## src/shared/bwpc_pkg.sv

```systemverilog
`default_nettype none
package bwpc_pkg;
  // Register byte offsets
  localparam logic [7:0] ADDR_CTRL = 8'h00;
  localparam logic [7:0] ADDR_LATCH_EN = 8'h04;
  localparam logic [7:0] ADDR_LATCH_CLR = 8'h08;
  localparam logic [7:0] ADDR_IN_EN = 8'h0C;
  localparam logic [7:0] ADDR_HOLD_CNT = 8'h10;
  localparam logic [7:0] ADDR_POLARITY = 8'h14;
  localparam logic [7:0] ADDR_RISE = 8'h18;
  localparam logic [7:0] ADDR_FALL = 8'h1C;
  localparam logic [7:0] ADDR_BUF_EN = 8'h20;
  // Field positions
  localparam int CLK_ALARM_BIT = 17;
  localparam int WEEK_ALARM_BIT = 16;
  localparam int BYPASS_BIT = 12;
  localparam int FW_SEL_BIT = 11;
  localparam int FW_LVL_BIT = 10;
  localparam int OUT_BIT = 9;
  localparam int NUM_WAKE = 7;
  localparam int CNT_W = 8;
  // Reset values
  localparam logic [6:0] IN_EN_RST = 7'h7F;
  localparam logic [6:0] BUF_EN_RST = 7'h7F;
  localparam logic [6:0] POL_RST = 7'h00;
  localparam logic [6:0] LE_RST = 7'h00;
  localparam logic [6:0] PIN_IDLE = 7'h7F;
  localparam logic [7:0] HOLD_CNT_RST = 8'h00;
  // Timing
  localparam int CORE_HZ = 125_000_000;
  localparam int LS_HZ = 32_768;
  localparam int SLOW_HZ = 8;
  localparam int SLOW_TICK_MS = 125;
  localparam int LS_DIV = CORE_HZ / LS_HZ;
  localparam int SCALE_DIV = LS_HZ / SLOW_HZ;
  // Inhibit states
  typedef enum logic [0:0] {
    BWPC_HO_IDLE = 1'b0,
    BWPC_HO_HOLD = 1'b1
  } bwpc_ho_state_t;
endpackage : bwpc_pkg
`default_nettype wire

```

## src/rtl/bwpc_top.sv

```systemverilog
`timescale 1ns/100ps
`default_nettype none
module bwpc_top #(
  parameter int LS_DIV = bwpc_pkg::LS_DIV,
  parameter int SCALE_DIV = bwpc_pkg::SCALE_DIV
) (
  input wire logic CORE_CLK_I,
  input wire logic RST_N_I,
  input wire logic SYS_RST_N_I,
  input wire logic WB_CYC_I,
  input wire logic WB_STB_I,
  input wire logic WB_WE_I,
  input wire logic [7:0] WB_ADR_I,
  input wire logic [3:0] WB_SEL_I,
  input wire logic [31:0] WB_DAT_I,
  output logic [31:0] WB_DAT_O,
  output logic WB_ACK_O,
  input wire logic [6:0] WAKE_N_I,
  input wire logic WEEK_ALARM_I,
  input wire logic CLOCK_ALARM_I,
  input wire logic SHUTDOWN_N_I,
  input wire logic POWER_GOOD_I,
  output logic POWER_REQ_O,
  output logic HOLDOFF_N_O
);

  // Byte-enable mask from Wishbone select lines
  function automatic logic [31:0] sel_mask(input logic [3:0] sel);
    sel_mask = {{8{sel[3]}}, {8{sel[2]}}, {8{sel[1]}}, {8{sel[0]}}};
  endfunction : sel_mask

  logic ack_ff;
  logic [31:0] dat_ff;
  logic wr_go;
  logic [31:0] wmask;
  logic [31:0] wbits;
  logic [31:0] rd_mux;
  logic [11:0] ls_cnt_ff;
  logic [11:0] sc_cnt_ff;
  logic ls_tick;
  logic slow_tick;
  logic [6:0] samp_ff;
  logic [6:0] filt_ff;
  logic [6:0] prev_ff;
  logic [6:0] pin_v;
  logic [6:0] buf_on;
  logic [6:0] asserted;
  logic [6:0] in_eff;
  logic [6:0] in_lat_ff;
  logic [6:0] le_ff;
  logic [6:0] in_en_ff;
  logic [6:0] buf_en_ff;
  logic [6:0] pol_ff;
  logic [6:0] rise_ff;
  logic [6:0] fall_ff;
  logic bypass_ff;
  logic week_le_ff;
  logic clk_le_ff;
  logic week_lat_ff;
  logic clk_lat_ff;
  logic week_eff;
  logic clk_eff;
  logic fw_sel_ff;
  logic fw_lvl_ff;
  logic fw_mode;
  logic hw_req;
  logic pwr_ff;
  logic nxt_pwr;
  logic [7:0] hold_cnt_ff;
  logic [7:0] ho_cnt_ff;
  logic sd_prev_ff;
  logic sd_start;
  logic fw_rst_n;
  bwpc_pkg::bwpc_ho_state_t ho_state_ff;

  // Wishbone slave: one wait state, ack drops after one cycle
  assign wr_go = WB_CYC_I & WB_STB_I & WB_WE_I & ~ack_ff;
  assign wmask = sel_mask(WB_SEL_I);
  assign wbits = WB_DAT_I & wmask;
  assign WB_ACK_O = ack_ff;
  assign WB_DAT_O = dat_ff;

  always_ff @(posedge CORE_CLK_I or negedge RST_N_I) begin
    if (!RST_N_I) begin
      ack_ff <= 1'b0;
      dat_ff <= 32'h0000_0000;
    end else begin
      ack_ff <= WB_CYC_I & WB_STB_I & ~ack_ff;
      dat_ff <= (WB_CYC_I & WB_STB_I & ~WB_WE_I & ~ack_ff) ? rd_mux : 32'h0000_0000;
    end
  end

  // Read multiplexer, unmapped offsets read zero
  always_comb begin
    rd_mux = 32'h0000_0000;
    case (WB_ADR_I)
      bwpc_pkg::ADDR_CTRL: begin
        rd_mux[6:0] = buf_on & ~in_eff;
        rd_mux[bwpc_pkg::OUT_BIT] = pwr_ff;
        rd_mux[bwpc_pkg::FW_LVL_BIT] = fw_lvl_ff;
        rd_mux[bwpc_pkg::FW_SEL_BIT] = fw_sel_ff;
        rd_mux[bwpc_pkg::BYPASS_BIT] = bypass_ff;
        rd_mux[bwpc_pkg::WEEK_ALARM_BIT] = week_lat_ff;
        rd_mux[bwpc_pkg::CLK_ALARM_BIT] = clk_lat_ff;
      end
      bwpc_pkg::ADDR_LATCH_EN: begin
        rd_mux[6:0] = le_ff;
        rd_mux[bwpc_pkg::WEEK_ALARM_BIT] = week_le_ff;
        rd_mux[bwpc_pkg::CLK_ALARM_BIT] = clk_le_ff;
      end
      bwpc_pkg::ADDR_IN_EN: rd_mux[6:0] = in_en_ff;
      bwpc_pkg::ADDR_HOLD_CNT: rd_mux[7:0] = hold_cnt_ff;
      bwpc_pkg::ADDR_POLARITY: rd_mux[6:0] = pol_ff;
      bwpc_pkg::ADDR_RISE: rd_mux[6:0] = rise_ff;
      bwpc_pkg::ADDR_FALL: rd_mux[6:0] = fall_ff;
      bwpc_pkg::ADDR_BUF_EN: rd_mux[6:0] = buf_en_ff;
      default: rd_mux = 32'h0000_0000;
    endcase
  end

  // Battery-domain configuration registers
  always_ff @(posedge CORE_CLK_I or negedge RST_N_I) begin
    if (!RST_N_I) begin
      bypass_ff <= 1'b0;
      le_ff <= bwpc_pkg::LE_RST;
      week_le_ff <= 1'b0;
      clk_le_ff <= 1'b0;
      in_en_ff <= bwpc_pkg::IN_EN_RST;
      buf_en_ff <= bwpc_pkg::BUF_EN_RST;
      pol_ff <= bwpc_pkg::POL_RST;
      hold_cnt_ff <= bwpc_pkg::HOLD_CNT_RST;
    end else if (wr_go) begin
      case (WB_ADR_I)
        bwpc_pkg::ADDR_CTRL: begin
          if (WB_SEL_I[1]) begin
            bypass_ff <= WB_DAT_I[bwpc_pkg::BYPASS_BIT];
          end
        end
        bwpc_pkg::ADDR_LATCH_EN: begin
          le_ff <= (le_ff & ~wmask[6:0]) | wbits[6:0];
          if (WB_SEL_I[2]) begin
            week_le_ff <= WB_DAT_I[bwpc_pkg::WEEK_ALARM_BIT];
            clk_le_ff <= WB_DAT_I[bwpc_pkg::CLK_ALARM_BIT];
          end
        end
        bwpc_pkg::ADDR_IN_EN: in_en_ff <= (in_en_ff & ~wmask[6:0]) | wbits[6:0];
        bwpc_pkg::ADDR_HOLD_CNT: hold_cnt_ff <= (hold_cnt_ff & ~wmask[7:0]) | wbits[7:0];
        bwpc_pkg::ADDR_POLARITY: pol_ff <= (pol_ff & ~wmask[6:0]) | wbits[6:0];
        bwpc_pkg::ADDR_BUF_EN: buf_en_ff <= (buf_en_ff & ~wmask[6:0]) | wbits[6:0];
        default: ;
      endcase
    end
  end

  // Firmware select and level, also cleared by system reset
  assign fw_rst_n = RST_N_I & SYS_RST_N_I;
  always_ff @(posedge CORE_CLK_I or negedge fw_rst_n) begin
    if (!fw_rst_n) begin
      fw_sel_ff <= 1'b0;
      fw_lvl_ff <= 1'b0;
    end else if (wr_go && WB_ADR_I == bwpc_pkg::ADDR_CTRL && WB_SEL_I[1]) begin
      fw_sel_ff <= WB_DAT_I[bwpc_pkg::FW_SEL_BIT];
      fw_lvl_ff <= WB_DAT_I[bwpc_pkg::FW_LVL_BIT];
    end else if (fw_sel_ff && !fw_lvl_ff && !POWER_GOOD_I) begin
      fw_sel_ff <= 1'b0;
    end
  end

  // Low-speed tick from core clock, then scaled to 8 Hz
  assign ls_tick = (ls_cnt_ff == 12'(LS_DIV - 1));
  assign slow_tick = ls_tick & (sc_cnt_ff == 12'(SCALE_DIV - 1));
  always_ff @(posedge CORE_CLK_I or negedge RST_N_I) begin
    if (!RST_N_I) begin
      ls_cnt_ff <= 12'h000;
      sc_cnt_ff <= 12'h000;
    end else begin
      ls_cnt_ff <= ls_tick ? 12'h000 : ls_cnt_ff + 12'h001;
      if (ls_tick) begin
        sc_cnt_ff <= slow_tick ? 12'h000 : sc_cnt_ff + 12'h001;
      end
    end
  end

  // Glitch filter: pin must match on two low-speed samples
  always_ff @(posedge CORE_CLK_I or negedge RST_N_I) begin
    if (!RST_N_I) begin
      samp_ff <= bwpc_pkg::PIN_IDLE;
      filt_ff <= bwpc_pkg::PIN_IDLE;
    end else if (ls_tick) begin
      samp_ff <= WAKE_N_I;
      filt_ff <= (WAKE_N_I & ~(WAKE_N_I ^ samp_ff)) | (filt_ff & (WAKE_N_I ^ samp_ff));
    end
  end

  // Polarity, buffer gating and latch selection
  assign pin_v = bypass_ff ? WAKE_N_I : filt_ff;
  assign buf_on = in_en_ff | buf_en_ff;
  assign asserted = buf_on & (pin_v ^ ~pol_ff); // High when the input is asserted
  assign in_eff = (le_ff & in_lat_ff) | (~le_ff & asserted);
  assign week_eff = WEEK_ALARM_I | (week_le_ff & week_lat_ff);
  assign clk_eff = CLOCK_ALARM_I | (clk_le_ff & clk_lat_ff);

  // Status latches, a set beats a clear in the same cycle
  always_ff @(posedge CORE_CLK_I or negedge RST_N_I) begin
    if (!RST_N_I) begin
      in_lat_ff <= 7'h00;
      week_lat_ff <= 1'b0;
      clk_lat_ff <= 1'b0;
    end else begin
      if (wr_go && WB_ADR_I == bwpc_pkg::ADDR_LATCH_CLR) begin
        in_lat_ff <= (in_lat_ff & ~wbits[6:0]) | (le_ff & asserted);
        week_lat_ff <= (week_lat_ff & ~wbits[bwpc_pkg::WEEK_ALARM_BIT]) | (week_le_ff & WEEK_ALARM_I);
        clk_lat_ff <= (clk_lat_ff & ~wbits[bwpc_pkg::CLK_ALARM_BIT]) | (clk_le_ff & CLOCK_ALARM_I);
      end else begin
        in_lat_ff <= in_lat_ff | (le_ff & asserted);
        week_lat_ff <= week_lat_ff | (week_le_ff & WEEK_ALARM_I);
        clk_lat_ff <= clk_lat_ff | (clk_le_ff & CLOCK_ALARM_I);
      end
    end
  end

  // Edge status before polarity, only while buffer is on
  always_ff @(posedge CORE_CLK_I or negedge RST_N_I) begin
    if (!RST_N_I) begin
      prev_ff <= bwpc_pkg::PIN_IDLE;
      rise_ff <= 7'h00;
      fall_ff <= 7'h00;
    end else begin
      prev_ff <= pin_v;
      rise_ff <= (rise_ff & ~((wr_go && WB_ADR_I == bwpc_pkg::ADDR_RISE) ? wbits[6:0] : 7'h00))
                 | (buf_on & pin_v & ~prev_ff);
      fall_ff <= (fall_ff & ~((wr_go && WB_ADR_I == bwpc_pkg::ADDR_FALL) ? wbits[6:0] : 7'h00))
                 | (buf_on & ~pin_v & prev_ff);
    end
  end

  // Power-on inhibit timer on low-speed and 8 Hz ticks
  assign sd_start = ls_tick & ~SHUTDOWN_N_I & sd_prev_ff;
  always_ff @(posedge CORE_CLK_I or negedge RST_N_I) begin
    if (!RST_N_I) begin
      sd_prev_ff <= 1'b1;
      ho_cnt_ff <= 8'h00;
      ho_state_ff <= bwpc_pkg::BWPC_HO_IDLE;
    end else begin
      if (ls_tick) begin
        sd_prev_ff <= SHUTDOWN_N_I;
      end
      if (hold_cnt_ff == 8'h00) begin
        ho_cnt_ff <= 8'h00;
        ho_state_ff <= bwpc_pkg::BWPC_HO_IDLE;
      end else if (sd_start) begin
        ho_cnt_ff <= hold_cnt_ff;
        ho_state_ff <= bwpc_pkg::BWPC_HO_HOLD;
      end else begin
        case (ho_state_ff)
          bwpc_pkg::BWPC_HO_HOLD: begin
            if (slow_tick) begin
              ho_cnt_ff <= ho_cnt_ff - 8'h01;
              if (ho_cnt_ff == 8'h01) begin
                ho_state_ff <= bwpc_pkg::BWPC_HO_IDLE;
              end
            end
          end
          default: ho_state_ff <= bwpc_pkg::BWPC_HO_IDLE;
        endcase
      end
    end
  end
  assign HOLDOFF_N_O = (ho_state_ff != bwpc_pkg::BWPC_HO_HOLD);

  // Output select between firmware level and hardware sources
  assign fw_mode = fw_sel_ff & POWER_GOOD_I;
  assign hw_req = (|(in_en_ff & in_eff)) | week_eff | clk_eff;
  always_comb begin
    if (!HOLDOFF_N_O) begin
      nxt_pwr = 1'b0;
    end else if (fw_mode) begin
      nxt_pwr = fw_lvl_ff;
    end else begin
      nxt_pwr = hw_req;
    end
  end
  always_ff @(posedge CORE_CLK_I or negedge RST_N_I) begin
    if (!RST_N_I) begin
      pwr_ff <= 1'b0;
    end else begin
      pwr_ff <= nxt_pwr;
    end
  end
  assign POWER_REQ_O = pwr_ff;
endmodule : bwpc_top
`default_nettype wire

```

## config.mk

```make
export PLATFORM = sky130hd
export DESIGN_NAME = bwpc_top
export DESIGN_NICKNAME = d
export VERILOG_FILES = /design/src/shared/bwpc_pkg.sv /design/src/rtl/bwpc_top.sv
export SDC_FILE = /design/constraint.sdc
export NUM_CORES = 1
export LEC_CHECK = 0
export ABC_CLOCK_PERIOD_IN_PS = 6000
export BUFFER_PORTS_ARGS = -buffer_cell sky130_fd_sc_hd__buf_2
export CAP_MARGIN = 20
export CORE_MARGIN = 8
export CORE_UTILIZATION = 35
export CTS_BUF_LIST = sky130_fd_sc_hd__clkbuf_16
export DETAILED_ROUTE_END_ITERATION = 12
export PLACE_DENSITY = 0.51
export SYNTH_ARGS = -nofsm -noshare
export SYNTH_HDL_FRONTEND = slang
export SYNTH_SLANG_ARGS = --single-unit
```

## constraint.sdc

```tcl
create_clock -name CORE_CLK_I -period 6 [get_ports CORE_CLK_I]
set_clock_uncertainty 0.15 [all_clocks]
set_input_delay 0.6 -clock CORE_CLK_I [delete_from_list [all_inputs] [get_ports CORE_CLK_I]]
set_output_delay 0.6 -clock CORE_CLK_I [all_outputs]
set_load 0.02 [all_outputs]
```

Word-level counts from Yosys, hierarchy flattened

Index checks and enable logic that the tools add are counted.

Add/sub/neg operators: 3
Multipliers: 0
Shift-type cells: 0
Bitwise logic cells: 77
Div/mod/pow operators: 0
Reduce and logical (&&, ||, !) cells: 23
Equal/unequal tests: 11
Muxes and demuxes: 26
Order comparisons: 0

Operators with widths:

| cell                                                            | number |
|---|---|
| 7-bit bitwise AND                                               | 19 |
| 7-bit bitwise OR                                                | 11 |
| 7-bit NOT                                                       | 10 |
| 7-bit case mux with 8 select lines                              | 1 |
| 8-bit by 5-bit == test with 1-bit output, second input constant | 4 |
| 8-bit 2-to-1 mux                                                | 4 |
| 7-bit 2-to-1 mux                                                | 4 |
| 12-bit by 1-bit adder with 12-bit output, second input constant | 2 |
| 12-bit == test, second input constant                           | 2 |
| 12-bit 2-to-1 mux                                               | 2 |
| 18-bit bitwise AND                                              | 1 |
| 18-bit 2-to-1 mux                                               | 1 |
| 1-bit bitwise AND                                               | 17 |
| 8-bit by 4-bit == test with 1-bit output, second input constant | 2 |
| 8-bit logical NOT                                               | 2 |
| 7-bit XOR                                                       | 2 |
| 1-bit 2-to-1 mux                                                | 12 |
| 2-bit AND reduction                                             | 6 |
| 8-bit bitwise AND                                               | 1 |
| 8-bit by 1-bit == test with 1-bit output, second input constant | 1 |
| 8-bit by 3-bit == test with 1-bit output, second input constant | 1 |
| 8-bit by 6-bit == test with 1-bit output, second input constant | 1 |
| 8-bit NOT                                                       | 1 |
| 1-bit bitwise OR                                                | 8 |
| other kinds (11)                                                | 25 |

Register bits after elaboration: 139
Latch bits: 0
ROM bits: 0
Output and inout port bits: 35
Word-level logic and storage cells: 166
Bits in writable memories: 0
Memories: 0

Logic depth before layout (Yosys ltp)

Gate-level depths: netlist of the first run.

Depth after elaboration: 11
Gate-level depth with buffers: 8
Depth with buffers taken out: 7

Worst setup path before layout of the first run

OpenSTA, ideal clock, no wires.

Kind: input to register
Start: in WB_ADR_I[5]
End: reg with a tool-made name
Cell stages on the path: 7
Arrival time: 2.211 ns
Path slack: 3.557 ns
Path through: or3_1 clkbuf_1 or2_1 nor3_4 and3_1 buf_4 mux2_2

RTL lines:

| item               | line           | source |
|---|---|---|
| start: declaration | bwpc_top.sv:13 | `input wire logic [7:0] WB_ADR_I,` |

==> reports/results.ini, run 1 <==
[clock_tree]
post_cts_buffers = 0
cts_buffers = 17
cts.htree.levels = 4
cts_buffer_depth = 2
cts_resized = 0
cts-hold-fix-buffers = 1
clkTransAtPathRegs_ps = 50
clk_latency_ps = 420
cts-root-buf = clkbuf_16
cts.sinks = 135
cts_tree = built

[synthesis]
synth_cells = 626
synth-warning-count = 0
postSynthAreaPerCell_um2 = 10.60
yosysSeqAreaShare_pct = 51.59
async_flop_share_pct = 100.0
synthDistinctLibCells = 60
synth_area_um2 = 6635
synth_flop_cell = dfrtp_1
synth_edf_count = 0
synth_seq_cells = 135

[routing]
avgViaCountPerCell = 5.316
drt_wl_total_um = 17690
routedWlPerCell_um = 18.90
drc = 0
vias = 4976
drtIter0Drc = 362
firstDrtPassIters = 4
postRouteAntennaNets = 0

[power]
p_leak_nw = 3.344
peakVddDrop_mv = 0.2041
pwr_density_cell_nw_per_um2 = 264.1

[worst_setup_path]
crit_slowest_cell = nor4b_2
path_buf_inv = 1
cp.required_ps = 6150
cp.arrival_ps = 3120
path_cells = buf_2 -> nor4b_2 -> nor3b_2 -> mux2_2
worst-setup-path-type = primary input to flip-flop
critPathMaxFanout = 13
cp-end-kind = flip-flop
crit_path_max_incr_delay_ps = 930
start_kind = primary input
path_delay_family = simple AND/OR/NAND/NOR gates

[worst_hold_path]
min_path_type = primary input to asynchronous set/reset pin

[sta]
fin_setup_tns_ps = 0
slew_headroom_pct = 28.16
hold_violations = 0
grt_setup_unrepaired = no
drv_slew = 0
post-route-min-period_ps = 2971
setup_viol = 0
worst_pin_slew_ps = 1075
holdWs_ps = 46.88
fin_crit_sh_pct = 49.52
fmax_mhz = 336.6

[die]
ios = 96
die_w_um = 153.7
core_area_um2 = 18640
dieArea_um2 = 23620
rows = 50
die_h_um = 153.7
initial_utilization_pct = 35.59

[cells_and_area]
final-seq-area_um2 = 3423
multi_input_area_um2 = 2969
fin_nets = 755
area_growth_pct = 15.99
diodes = 0
drive_above_1_share_pct = 25.36
fillers = 1773

[grt]
grt_pass1_vias = 5117
antenna_found_initial = 0
grt-ovfl-total = 0
grt_pass1_wl_um = 28220
grt_usage_pct = 15.35
grt_max_degree = 70

[job]
drv_cap = 0

[run_status]
outcome = completed

[placed_design]
dp_hpwl_um = 12350
gp_congestion = 0.8612
placement.io_buffers = 57

==> final cells by class <==
| class | instances | area share (%) |
|---|---|---|
| flip-flops and latches | 135 | 44.48 |
| multi-input cells | 445 | 38.58 |
| clock buffers | 17 | 5.528 |
| repair buffers | 62 | 4.308 |
| well taps | 234 | 3.804 |
| clock inverters | 15 | 1.935 |
| inverters | 28 | 1.366 |
==> cells in the final DEF, fill, tap and decap left out, types with 3 or more instances in the layout <==
cell type | Yosys | routed
bufinv_16 | 0 | 3
nand4_1 | 7 | 7
clkinvlp_4 | 0 | 3
xor2_1 | 6 | 6
and2_1 | 4 | 4
conb_1 | 1 | 18
nand2_1 | 52 | 52
o22ai_1 | 4 | 4
dfstp_2 | 36 | 36
mux2i_1 | 27 | 27
nor2_1 | 38 | 38
and3_1 | 14 | 14
mux2_2 | 40 | 40
buf_2 | 3 | 56
a21oi_1 | 9 | 9
buf_4 | 19 | 4
a22o_1 | 9 | 9
clkbuf_16 | 0 | 17
inv_1 | 27 | 32
xnor2_1 | 26 | 26
or3_1 | 10 | 10
a22oi_1 | 5 | 5
nor4_1 | 7 | 7
dfrtp_1 | 99 | 99
ha_1 | 5 | 5
o31ai_1 | 8 | 8
a31oi_1 | 10 | 10
o21ai_0 | 82 | 82
nand3_1 | 18 | 18
o22a_1 | 3 | 3
nor3_1 | 9 | 8
==> kinds of logic (layout without fill, tap and decap cells) <==
logic type / count (synthesis) / in the layout / share of synthesized area [%]
compound gates: 141 / 141 / 12.75
xor+xnor: 32 / 32 / 4.224
fa+ha+maj: 5 / 5 / 0.9429
buf+inv: 63 / 122 / 4.695
flops: 135 / 135 / 51.59
mux: 68 / 68 / 11.09
other cells: 1 / 18 / 0.05652
simple gates: 181 / 181 / 14.65
==> worst reg2reg max path, stage by stage (launching register included) <==
cell      delay [ps]
dfrtp_1          710
mux2i_1          630
xnor2_1          220
mux2i_1          130
a222oi_1         510
a311oi_1         160
==> Yosys cell counts (all sizes together) (2+ instances only) <==
library cell	instances	share of area (%)
and4	2	0.26
or3	11	1.1
o31ai	8	0.91
o22a	3	0.40
a22oi	5	0.57
or2	2	0.19
nand4	7	0.66
xor2	6	0.79
and3	14	1.3
nor3	12	1.3
mux2i	27	4.1
clkbuf	11	0.62
mux2	41	7.0
buf	24	2.5
a222oi	2	0.30
nor4	8	0.85
nand3	19	1.5
nor2	38	2.1
ha	5	0.94
inv	28	1.6
o22ai	4	0.38
xnor2	26	3.4
dfrtp	99	37
nand2	52	2.9
nor4b	2	0.36
a21oi	9	0.68
and2	4	0.38
a31oi	10	0.94
dfstp	36	14
a22o	9	1.2
nor3b	4	0.70
a2111o	2	0.34
o21ai	83	6.3
==> routing by layer <==
layer | up-vias | wire length, µm | GRT usage (%)
met4 | 0 | 138 | 4.013
met3 | 10 | 1025 | 4.877
met2 | 150 | 8446 | 25.34
met5 | - | 0 | 0
li1 | 2338 | - | -
met1 | 2478 | 8082 | 19.08
==> metrics by stage <==
stage | total power [mW] | cell area [µm²] | utilization (%) | instances | setup WS [ps]
4_1_cts | 2.059 | 7696 | 41.28 | 936 | 3077
2_1_floorplan | 0.9833 | 6699 | - | 643 | 3557
6_report | 2.033 | 7696 | 41.28 | 936 | 3029
5_1_grt | 2.111 | 7696 | 41.28 | 936 | 2938
3_5_place_dp | 1.025 | 7112 | 38.15 | 903 | 2615
3_3_place_gp | 1.023 | 7112 | 38.15 | 903 | 2676
==> path summary, 6_finish.rpt <==
path                            cells past startpoint  slack [ps]                         end        start
worst max-delay path                                4        3030                   flip-flop  WB_ADR_I[4]
worst max register to register                      5        3360                 POWER_REQ_O    bypass_ff
max in group asynchronous                           2        4330  asynchronous set/reset pin      RST_N_I
min in group CORE_CLK_I                             2         270                   flip-flop  WB_DAT_I[7]
worst min register to register                      2         300                  sd_prev_ff   sd_prev_ff
worst min-delay path                                1          50                  week_le_ff      RST_N_I
==> power by group <==
group	switching (mW)	leakage, nW	internal (mW)
Combinational	0.0647	1.39	0.0236
Clock	0.383	0.290	0.640
Sequential	0.00486	1.67	0.917
Note: power is estimated with default switching activity, not from simulation.
==> inputs of run 2 (changes only) <==
Settings changed: ABC_CLOCK_PERIOD_IN_PS 6000 to 2430, PLACE_DENSITY 0.51 to 0.53.
Clock period 6 ns to 2.43 ns, I/O delays scaled along.
==> reports/results.ini, run 2 (same netlist as run 1, synthesis figures left out) <==
[power]
intPower_mw = 3.734
p_sw_mw = 1.109
pwr_density_cell_nw_per_um2 = 590.2
clkPwrFrac_pct = 47.4
finalPower_mw = 4.843
p_leak_nw = 3.614
peakVddDrop_mv = 0.4776
p_comb_share_pct = 5.6
p_seq_share_pct = 47.0
netSwitchingFraction_pct = 22.90

[cells_and_area]
final-seq-area_um2 = 3423
drive_above_1_share_pct = 27.52
fillers = 1791
fin_nets = 816
final_cell_mix = dfrtp_1, o21ai_0, buf_2, nand2_1, mux2_2
area_growth_pct = 23.67
layout_commonest_cell = dfrtp_1
diodes = 0
multi_input_area_um2 = 2970
final_util_pct = 44.01

[routing]
drc = 0
avgViaCountPerCell = 5.174
routedWlPerCell_um = 17.67
firstDrtPassIters = 7
postRouteAntennaNets = 0
drt_wl_total_um = 17620
vias = 5158
drtIter0Drc = 391

[grt]
grt_pass1_vias = 5362
antenna_found_initial = 0
grt_pass1_wl_um = 28750
grt-ovfl-total = 0
grt_max_degree = 50
grt_usage_pct = 15.30

[worst_hold_path]
hp-start = WB_DAT_I[3]
min_delay_path_depth = 2
min_path_type = primary input to flip-flop

[clock_tree]
cts_tree = built
cts-root-buf = clkbuf_16
cts_buffers = 17
post_cts_buffers = 0
clkTransAtPathRegs_ps = 60
cts.htree.levels = 4
cts_buffer_depth = 2
cts.sinks = 135
clk_latency_ps = 420

[die]
ios = 96
initial_utilization_pct = 35.59
core_area_um2 = 18640
rows = 50
die_h_um = 153.7
dieArea_um2 = 23620
die_w_um = 153.7

[worst_setup_path]
rrSetupSlack_ps = 110
start_kind = flip-flop
cp.arrival_ps = 2460
r2r-end = clk_lat_ff
cp.required_ps = 2570
worst-setup-path-type = flip-flop to flip-flop
reg2regPathDepth = 6
critPathMaxFanout = 5
rr_startpoint = WB_ACK_O
cp-end-kind = flip-flop

[sta]
hold_violations = 0
slew_headroom_pct = 63.59
holdWs_ps = 25.26
fin_setup_tns_ps = 0
fmax_mhz = 431.1
fin_crit_sh_pct = 95.45
worst_pin_slew_ps = 544.5
post-route-min-period_ps = 2319
grt_setup_unrepaired = no
drv_slew = 0
setup_viol = 0

[run_status]
outcome = completed

[job]
drv_cap = 0

[placed_design]
gp_congestion = 0.8421
placement.io_buffers = 57
dp_hpwl_um = 12550

run 2: changes by cell type in the layout (fill, tap and decap cells not counted):
cell	previous run	this run
clkinv_1	2	4
buf_4	4	33
bufinv_16	3	1
and4b_1	1	0
buf_12	0	2
and4b_2	0	1
clkinv_2	2	4
dlygate4sd3_1	1	31
inv_1	32	30
run 2: timing repair:
item,CTS,global route
resized for setup,0,1
hold endpoints to repair,99,0
hold buffers,31,0
setup endpoints to repair,0,2
run 2: worst max-delay path by stage:
stage,from,end,slack [ps]
2_1_floorplan,ls_cnt_ff[1],ho_cnt_ff[1],230
3_3_place_gp,ls_cnt_ff[1],ho_cnt_ff[1],140
3_5_place_dp,ls_cnt_ff[1],ho_cnt_ff[1],130
4_1_cts,WB_ACK_O,clk_lat_ff,70
5_1_grt,ls_cnt_ff[1],ho_cnt_ff[1],5
6_report,WB_ACK_O,clk_lat_ff,110
run 2: critical path, stage by stage, from the launching register on:
cell,delay [ps]
dfrtp_1,420
and4b_2,390
and3_1,240
and2_1,180
nand3_1,90
a22o_1,180
dlygate4sd3_1,560
run 2: area by class of cell:
| type | count | share of cell area [%] |
|---|---|---|
| clock buffers | 17 | 5.185 |
| clock inverters | 15 | 1.205 |
| inverters | 28 | 1.281 |
| multi-input cells | 445 | 36.20 |
| flip-flops and latches | 135 | 41.72 |
| well taps | 234 | 3.568 |
| repair buffers | 123 | 10.84 |
run 2: through the flow:
stage          setup slack [ps]  area (µm²)  cells
2_1_floorplan             230.0        6699    643
3_3_place_gp              140.3        7370    934
3_5_place_dp              129.9        7370    934
4_1_cts                   72.32        8204    997
5_1_grt                   4.711        8205    997
6_report                  110.5        8205    997
run 2: routing by layer:
| layer | share of wire [%] | up-vias | wire length (µm) | GRT usage [%] |
|---|---|---|---|---|
| li1 | - | 2469 | - | - |
| met1 | 46 | 2512 | 8088 | 19.75 |
| met2 | 47 | 150 | 8205 | 24.16 |
| met3 | 5.2 | 27 | 916 | 4.036 |
| met4 | 2.3 | 0 | 412 | 5.880 |
| met5 | 0 | - | 0 | 0 |
run 2: power by group through the flow:
stage                     sequential, mW  combinational (mW)  clock (mW)
after floorplan                     2.31               0.115           0
after global placement              2.31               0.225           0
after detailed placement            2.31               0.229           0
after CTS                           2.28               0.270        2.36
after global routing                2.28               0.296        2.45
final                               2.28               0.269        2.30
==> inputs of run 3 (changes only) <==
Settings changed: ABC_CLOCK_PERIOD_IN_PS 2430 to 1850.
Clock period 2.43 ns to 1.85 ns, I/O delays scaled along.
==> reports/results.ini, run 3 (same netlist as run 1, synthesis figures left out) <==
[run_status]
outcome = finished with violations
failed_checks = setup timing

[placed_design]
placedCellCount = 999
placement.io_buffers = 57
gp_congestion = 0.8363
dp_hpwl_um = 13630

[cells_and_area]
fillers = 1653
fin_nets = 904
diodes = 0
instances_no_fill = 1085
final_cell_mix = buf_4, dfrtp_1, buf_2, o21ai_0, nand2_1
area_growth_pct = 43.26
layout_commonest_cell = buf_4
drive_above_1_share_pct = 41.25

[clock_tree]
cts-root-buf = clkbuf_16
cts_tree = built
clk_latency_ps = 420
cts.sinks = 135
clkTransAtPathRegs_ps = 60
cts.htree.levels = 4
cts_buffer_depth = 2
cts_buffers = 17

[die]
die_h_um = 153.7
rows = 50
core_area_um2 = 18640
ios = 96
initial_utilization_pct = 35.59
die_w_um = 153.7
dieArea_um2 = 23620

[power]
pwr_density_cell_nw_per_um2 = 729.5
p_comb_share_pct = 5.8
clkPwrFrac_pct = 51.0
finalPower_mw = 6.934
p_sw_mw = 1.562
p_seq_share_pct = 43.1
netSwitchingFraction_pct = 22.52
peakVddDrop_mv = 0.6130
intPower_mw = 5.373
p_leak_nw = 4.281

[grt]
grt_pass1_vias = 5608
grt_pass1_wl_um = 30630
grt-ovfl-total = 0
grt_max_degree = 51
grt_usage_pct = 16.39
antenna_found_initial = 0

[routing]
vias = 5515
drt_wl_total_um = 19700
drc = 0
drtIter0Drc = 228
avgViaCountPerCell = 5.083
firstDrtPassIters = 4
routedWlPerCell_um = 18.16
postRouteAntennaNets = 0

[worst_hold_path]
hp-start = WB_SEL_I[1]
min_path_type = primary input to flip-flop

[worst_setup_path]
startpoint = ls_cnt_ff[1]
cp-end-kind = flip-flop
rr_startpoint = ls_cnt_ff[1]
cp.required_ps = 2050
cp.arrival_ps = 2360
critPathMaxFanout = 3
worst-setup-path-type = flip-flop to flip-flop
start_kind = flip-flop

[sta]
slew_headroom_pct = 53.97
worst_pin_slew_ps = 684.2
setup_viol = 45
drv_slew = 0
post-route-min-period_ps = 2164
fin_crit_sh_pct = 117.0
fmax_mhz = 462.2
hold_violations = 0
grt_setup_unrepaired = yes
holdWs_ps = 36.13
fin_setup_tns_ps = -4865
fin_ws_ps = -313.7

[job]
drv_cap = 0

==> run 3: final timing paths <==
kind	end	slack (ps)	cells past startpoint
setup / recovery	ho_cnt_ff[1]	-310	7
hold / removal	fw_sel_ff	40	3
setup reg to reg	ho_cnt_ff[1]	-310	7
hold reg to reg	sd_prev_ff	310	2
max in group asynchronous	fw_sel_ff	410	4
min in group asynchronous	WB_DAT_O[0]	120	2
==> run 3: cell type report <==
type / instances / area [µm²] / share of cell area [%]
flip-flops and latches: 135 / 3426 / 36.04
clock inverters: 15 / 187.7 / 1.974
well taps: 234 / 292.8 / 3.080
inverters: 28 / 105.1 / 1.106
multi-input cells: 445 / 3369 / 35.45
clock buffers: 17 / 425.4 / 4.475
repair buffers: 211 / 1699 / 17.88
==> run 3: what timing repair did <==
item	CTS	global route
setup endpoints to repair	54	67
endpoints found under the hold margin	105	0
cloned	1	3
hold buffers	31	0
setup buffers	3	17
resized for setup	35	73
pin swaps	10	23
==> run 3: routing by layer <==
layer / track usage [%] / wire, µm / up-vias
li1: - / - / 2632
met1: 21.00 / 8903 / 2747
met2: 26.57 / 9641 / 121
met3: 4.148 / 938 / 15
met4: 5.460 / 220 / 0
met5: 0 / 0 / -
==> run 3: critical path, cell delays in order (launching register included) <==
cell and delay (ps):
dfrtp_1 370, inv_1 50, ha_1 130, nand4bb_1 140, or3_4 380, or4_4 450, mux2_4 320, o21ai_2 100
==> run 3: metrics by stage <==
step	cell area, µm²	setup slack, ps	util (%)
2_1_floorplan	6828	-312.9	-
3_3_place_gp	8015	-343.5	42.99
3_5_place_dp	8015	-442.1	42.99
4_1_cts	9120	-280.5	48.92
5_1_grt	9505	-404.6	50.99
6_report	9505	-313.7	50.99
==> run 3: power by group through the flow <==
stage          logic, mW  registers, mW  clock network, mW
2_1_floorplan      0.159           3.04                  0
3_3_place_gp       0.338           3.04                  0
3_5_place_dp       0.341           3.04                  0
4_1_cts            0.401           2.99               3.61
5_1_grt            0.442           2.99               3.74
6_report           0.405           2.99               3.54
